[src/design/isx_pkg.sv]
// constants and types for the increment-skip and or-literal execution datapath
//
// Summary of operation
// - decode increment-skip opcode with destination, 7-bit address
// - increment addressed file register, flags left alone
// - destination 0 to accumulator, 1 to file
// - zero result turns next cycle into no-op
// - decode, read, compute, write; skip cycle idle
// - OR literal into accumulator, update zero flag
// - decode or-literal opcode, single instruction cycle
// - four clock periods form one instruction cycle
package isx_pkg;

   // ----------------------------------------------------------------
   // widths
   // ----------------------------------------------------------------
   localparam int INSTR_WIDTH = 14;   // one program word
   localparam int DATA_WIDTH = 8;     // file register and accumulator width
   localparam int ADDR_WIDTH = 7;     // file address, 0 to 127

   // ----------------------------------------------------------------
   // opcode patterns, upper six bits of the word
   // ----------------------------------------------------------------
   localparam logic [5:0] INCR_SKIP_OPCODE = 6'h0f;  // 00 1111 dfff ffff
   localparam logic [5:0] OR_LITERAL_OPCODE = 6'h38; // 11 1000 kkkk kkkk
   localparam int OPCODE_LSB = 8;     // opcode field starts here
   localparam int DEST_BIT = 7;       // destination select position

   // ----------------------------------------------------------------
   // values after reset
   // ----------------------------------------------------------------
   localparam logic [DATA_WIDTH-1:0] ACC_RESET = 8'h00;
   localparam logic ZERO_RESET = 1'h0;
   localparam int QUARTERS_PER_CYCLE = 4; // clock periods per instruction cycle

   // quarter phase of the instruction cycle
   typedef enum logic [1:0] {
      PH_ONE,
      PH_TWO,
      PH_THREE,
      PH_FOUR
   } isx_phase_type;

   // instruction held for the current cycle
   typedef enum logic [1:0] {
      OP_IDLE,
      OP_INCR,
      OP_OR
   } isx_kind_type;

   // complete state of the datapath
   typedef struct packed {
      isx_phase_type phase;            // current quarter
      logic skip;                      // this cycle is a forced no-op
      isx_kind_type kind;              // decoded instruction
      logic dest;                      // 1 writes file, 0 writes accumulator
      logic [ADDR_WIDTH-1:0] addr;     // file address
      logic [DATA_WIDTH-1:0] literal;  // literal field
      logic [DATA_WIDTH-1:0] operand;  // value read in quarter two
      logic [DATA_WIDTH-1:0] result;   // value computed in quarter three
      logic [DATA_WIDTH-1:0] acc;      // working accumulator
      logic zero;                      // zero flag
   } isx_state_type;

endpackage

[src/design/isx_exec.sv]
// execution datapath for the increment-skip and or-literal instructions
`timescale 1ns/1ps
`default_nettype none

module isx_exec
   import isx_pkg::*;
(
   // clock and reset
   input wire logic mclk,
   input wire logic nrst,
   // instruction word, held by the fetch side during quarter one
   input wire logic [INSTR_WIDTH-1:0] instrWord,
   // file register port
   output logic [ADDR_WIDTH-1:0] fileAddr,
   output logic fileRdEn,
   input wire logic [DATA_WIDTH-1:0] fileRdData,
   output logic fileWrEn,
   output logic [DATA_WIDTH-1:0] fileWrData,
   // architectural state
   output logic [DATA_WIDTH-1:0] accumulator,
   output logic zeroFlag,
   // cycle timing
   output logic quarterPhaseOne,
   output logic quarterPhaseTwo,
   output logic quarterPhaseThree,
   output logic quarterPhaseFour,
   output logic skipActive
);

   // ----------------------------------------------------------------
   // state
   // ----------------------------------------------------------------
   isx_state_type st;       // registered state
   isx_state_type next_st;  // next value of the state
   logic isIncrWord;        // incoming word is increment-skip
   logic isOrWord;          // incoming word is or-literal

   // opcode match on the raw word, used in quarter one only
   assign isIncrWord = (instrWord[INSTR_WIDTH-1:OPCODE_LSB] == INCR_SKIP_OPCODE);
   assign isOrWord = (instrWord[INSTR_WIDTH-1:OPCODE_LSB] == OR_LITERAL_OPCODE);

   // ----------------------------------------------------------------
   // next state
   // ----------------------------------------------------------------
   // one pass of the four quarters per instruction cycle
   always_comb begin
      next_st = st;
      unique case (st.phase)
         // quarter one: decode, or idle while skipping
         PH_ONE: begin
            next_st.phase = PH_TWO;
            next_st.addr = instrWord[ADDR_WIDTH-1:0];
            next_st.dest = instrWord[DEST_BIT];
            next_st.literal = instrWord[DATA_WIDTH-1:0];
            if (st.skip) begin
               next_st.kind = OP_IDLE;
            end else if (isIncrWord) begin
               next_st.kind = OP_INCR;
            end else if (isOrWord) begin
               next_st.kind = OP_OR;
            end else begin
               // other instructions belong to other units
               next_st.kind = OP_IDLE;
            end
         end
         // quarter two: read file register or take literal
         PH_TWO: begin
            next_st.phase = PH_THREE;
            if (st.kind == OP_INCR) begin
               next_st.operand = fileRdData;
            end else if (st.kind == OP_OR) begin
               next_st.operand = st.literal;
            end
         end
         // quarter three: compute
         PH_THREE: begin
            next_st.phase = PH_FOUR;
            if (st.kind == OP_INCR) begin
               next_st.result = st.operand + 8'h01;
            end else if (st.kind == OP_OR) begin
               next_st.result = st.operand | st.acc;
            end
         end
         // quarter four: write destination, arm the skip
         PH_FOUR: begin
            next_st.phase = PH_ONE;
            next_st.skip = 1'h0;
            unique case (st.kind)
               OP_INCR: begin
                  // flags are not touched here
                  if (!st.dest) begin
                     next_st.acc = st.result;
                  end
                  if (st.result == 8'h00) begin
                     next_st.skip = 1'h1;
                  end
               end
               OP_OR: begin
                  next_st.acc = st.result;
                  next_st.zero = (st.result == 8'h00);
               end
               OP_IDLE: begin
                  // nothing to write
               end
               default: begin
                  // unused code, treat as idle
                  next_st.kind = OP_IDLE;
               end
            endcase
         end
      endcase
   end

   // ----------------------------------------------------------------
   // state register
   // ----------------------------------------------------------------
   // only constants under reset; accumulator and flag start cleared
   always_ff @(posedge mclk or negedge nrst) begin
      if (!nrst) begin
         st.phase <= PH_ONE;
         st.skip <= 1'h0;
         st.kind <= OP_IDLE;
         st.dest <= 1'h0;
         st.addr <= 7'h00;
         st.literal <= 8'h00;
         st.operand <= 8'h00;
         st.result <= 8'h00;
         st.acc <= ACC_RESET;
         st.zero <= ZERO_RESET;
      end else begin
         st <= next_st;
      end
   end

   // ----------------------------------------------------------------
   // outputs
   // ----------------------------------------------------------------
   assign fileAddr = st.addr;
   assign fileWrData = st.result;
   assign accumulator = st.acc;
   assign zeroFlag = st.zero;
   assign skipActive = st.skip;
   // read strobe in quarter two; a skip cycle never reaches here as incr
   assign fileRdEn = (st.phase == PH_TWO) && (st.kind == OP_INCR);
   // write strobe in quarter four, file destination only
   assign fileWrEn = (st.phase == PH_FOUR) && (st.kind == OP_INCR) && st.dest;
   // quarter indicators decoded from the phase register
   assign quarterPhaseOne = (st.phase == PH_ONE);
   assign quarterPhaseTwo = (st.phase == PH_TWO);
   assign quarterPhaseThree = (st.phase == PH_THREE);
   assign quarterPhaseFour = (st.phase == PH_FOUR);
endmodule // isx_exec

`default_nettype wire

[config.mk]
export PLATFORM = sky130hd
export DESIGN_NAME = isx_exec
export DESIGN_NICKNAME = d
export VERILOG_FILES = /design/src/design/isx_pkg.sv /design/src/design/isx_exec.sv
export SDC_FILE = /design/constraint.sdc
export NUM_CORES = 1
export LEC_CHECK = 0
export ABC_AREA = 1
export BUFFER_PORTS_ARGS = -buffer_cell sky130_fd_sc_hd__buf_2
export CAP_MARGIN = 10
export CORE_MARGIN = 3
export CORE_UTILIZATION = 54
export CTS_BUF_LIST = sky130_fd_sc_hd__clkbuf_8
export DETAILED_ROUTE_END_ITERATION = 8
export PLACE_DENSITY = 0.91
export SYNTH_ARGS = -nofsm -noshare
export SYNTH_HDL_FRONTEND = slang
export SYNTH_SLANG_ARGS = --single-unit
[constraint.sdc]
create_clock -name mclk -period 2.12 [get_ports mclk]
set_clock_uncertainty 0.15 [all_clocks]
set_input_delay 0.106 -clock mclk [delete_from_list [all_inputs] [get_ports mclk]]
set_output_delay 0.106 -clock mclk [all_outputs]
set_load 0.05 [all_outputs]
==> flow_metrics.env <==
export IMPL_die_h_um=68.41
export IMPL_place_hpwl_um=3169
export IMPL_hold_ws_ns=-0.002374
export IMPL_finalSetupViolations=0
export IMPL_clock_sinks=38
export IMPL_io_pins=55
export IMPL_crit_path_top_delay_cell="dfrtp_1"
export IMPL_crit_chain="inv_1 > ha_1 > buf_4 > nand2_1 > inv_1 > buf_2"
export IMPL_path_common_cell="inv_1"
export IMPL_nets=342
export IMPL_final_area_sq_um=2519
export IMPL_vias=1805
export IMPL_synthFlopType="dfrtp_1"
export IMPL_diodes=0
export IMPL_grt_pass1_wl_um=7638
export IMPL_netlist_instances=255
export IMPL_yosysSeqAreaShare=0.4521
export IMPL_finalSetupTns_ns=0
export IMPL_wl_per_cell_um=12.65
export IMPL_syn_nets=287
export IMPL_slew_violations=0
export IMPL_h_tree_depth=2
export IMPL_crit_type="flip-flop to output pin"
export IMPL_startpoint_type="flip-flop"
export IMPL_cap_violations=0
export IMPL_syn2layout_area_growth_pct=19.75
export IMPL_worstMarginPinSlew_ns=0.8272
export IMPL_numCtsBuffers=5
export IMPL_drt_wl_total_um=4528
export IMPL_hold_violations=1
export IMPL_remaining_drc_errors=0
export IMPL_synth_edff_count=0
export IMPL_cp_data_arrival_time_ns=1.71
export IMPL_port_buffers=54
export IMPL_layout_commonest_cell="nand2_1"
export IMPL_place_area_sq_um=2212
export IMPL_postSynth_asyncResetShare=1.000
export IMPL_antenna_found_initial=0
export IMPL_drive_gt1_frac=0.2484
export IMPL_first_pass_iters=5
export IMPL_path_max_fanout=9
export IMPL_grt_max_degree=39
export IMPL_vias_per_cell=5.042
export IMPL_leakage_uw=0.001378
export IMPL_row_count=22
export IMPL_syn_cell_area_sq_um=2103
export IMPL_clk_latency_ns=0.29
export IMPL_min_path_type="input pin to flip-flop"
export IMPL_period_minus_slack_ns=1.965
export IMPL_overflow=0
export IMPL_end_kind="output pin"
export IMPL_drt_iter0_drc=95
export IMPL_cts_root_buf="clkbuf_8"
export IMPL_power_density_nw_per_um2=695.7
export IMPL_chipWidth_um=68.41
export IMPL_gp_congestion=0.7792
export IMPL_initial_utilization=0.5660
export IMPL_cts_tree="built"
export IMPL_status="finished, violations left"
export IMPL_fmax_mhz=509.0
export IMPL_synth_cell_types=25
export IMPL_antenna_left=0
export IMPL_relSlewSlack=0.4486
export IMPL_rrSetupSlack_ns=0.24
export IMPL_core_area_sq_um=3716
export IMPL_synth_area_per_cell_sq_um=8.248
export IMPL_ys_warn_count=0
export IMPL_grt_usage=0.2167
export IMPL_vdd_ir_drop_max_mv=0.3686
export IMPL_final_cell_mix="nand2_1, buf_2, dfrtp_1"
export IMPL_rsz0062_at_grt="false"
export IMPL_violations="hold timing"
export IMPL_path_clk_slew_ns=0.07
export IMPL_crit_required_ns=1.86
export IMPL_synth_seq_cells=38
export IMPL_cp_slowest_stage_delay_ns=0.40
export IMPL_final_core_util=0.6778
export IMPL_die_area_sq_um=4680
export IMPL_grt_pass1_vias=1799
export IMPL_clockBufferDepth=2
export IMPL_post_route_period_util=0.9268
## worst paths after layout
| check | startpoint | endpoint | cells past startpoint |
|---|---|---|---|
| setup / recovery | st[42] | fileRdEn | 6 |
| hold / removal | instrWord[10] | st[42] | 4 |
| setup reg to reg | st[42] | accumulator[2] | 6 |
| hold reg to reg | fileAddr[2] | fileAddr[2] | 2 |
| max in group asynchronous | nrst | st[31] | 2 |
| min in group asynchronous | nrst | accumulator[0] | 2 |
## sequential cells by signal, indices dropped and copies added, names as in the netlist
register	count
skipActive	1
st	14
zeroFlag	1
accumulator	8
fileWrData	8
fileAddr	6
## per-layer routing
metal	wire length [um]	part of all wire	vias to the layer above	GRT usage
met5	0	0	-	0
met4	104	0.023	0	0.09181
met3	256	0.057	12	0.04269
met2	2258	0.50	60	0.3790
met1	1909	0.42	842	0.2557
li1	-	-	891	-
## layout make-up
| cell class | instances | area (sq um) |
|---|---|---|
| clock buffers | 5 | 68.82 |
| clock inverters | 2 | 7.507 |
| fillers | 304 | 1197 |
| inverters | 29 | 111.4 |
| multi-input cells | 158 | 812.0 |
| flip-flops and latches | 38 | 950.9 |
| well taps | 48 | 60.06 |
| repair buffers | 78 | 508.0 |
## cells by family after synthesis
family	count (synthesis)	share of synthesized area
adders and majority gates	8	0.04759
buffers and inverters	59	0.1618
and+or+nand+nor	110	0.2165
DFF	38	0.4521
AOI/OAI and AO/OA	40	0.1220
## what timing repair did
| action | 4_1_cts | 5_1_grt |
|---|---|---|
| resized for setup | 0 | 0 |
| buffers inserted | 0 | 0 |
| endpoints found under the hold margin | 56 | 0 |
| hold buffers | 23 | 0 |
## synthesized netlist by cell type (2+ instances only)
cell type | n | area (sq um)
a21oi_1 | 8 | 40.04
a31oi_1 | 5 | 31.28
buf_2 | 3 | 15.01
buf_4 | 25 | 187.7
dfrtp_1 | 38 | 950.9
ha_1 | 8 | 100.1
inv_1 | 27 | 101.4
nand2_1 | 76 | 285.3
nand2_2 | 4 | 25.02
nand3_1 | 8 | 40.04
nand4_1 | 3 | 18.77
nor2_1 | 13 | 48.80
nor2_2 | 2 | 12.51
nor3_1 | 2 | 10.01
o21ai_0 | 12 | 60.06
o21ai_2 | 8 | 70.07
o22ai_1 | 5 | 31.28
## through the flow
stage / setup slack (ns) / hold WS [ns] / cells / power [uW]
3_3_place_gp: 0.3508 / 0.08491 / 328 / 1258
6_report: 0.1552 / -0.002374 / 358 / 1752
2_1_floorplan: 0.08370 / -0.3396 / 255 / 1218
5_1_grt: 0.03295 / 0.05032 / 358 / 1822
4_1_cts: 0.1518 / 0.003518 / 358 / 1753
3_5_place_dp: 0.2592 / 0.09632 / 328 / 1274
## power breakdown
group	internal (uW)	switching (uW)	total, uW
registers	792	60.2	852
clock network	217	241	457
logic	138	305	443
## critical path, delay by kind of cell (launching register included)
kind / cells / cell delay (ns)
AND/OR/NAND/NOR: 1 / 0.06
buffers and inverters: 4 / 0.61
adder cells (fa/ha/maj): 1 / 0.33
flip-flops: 1 / 0.40
(Power assumes the default switching activity.)
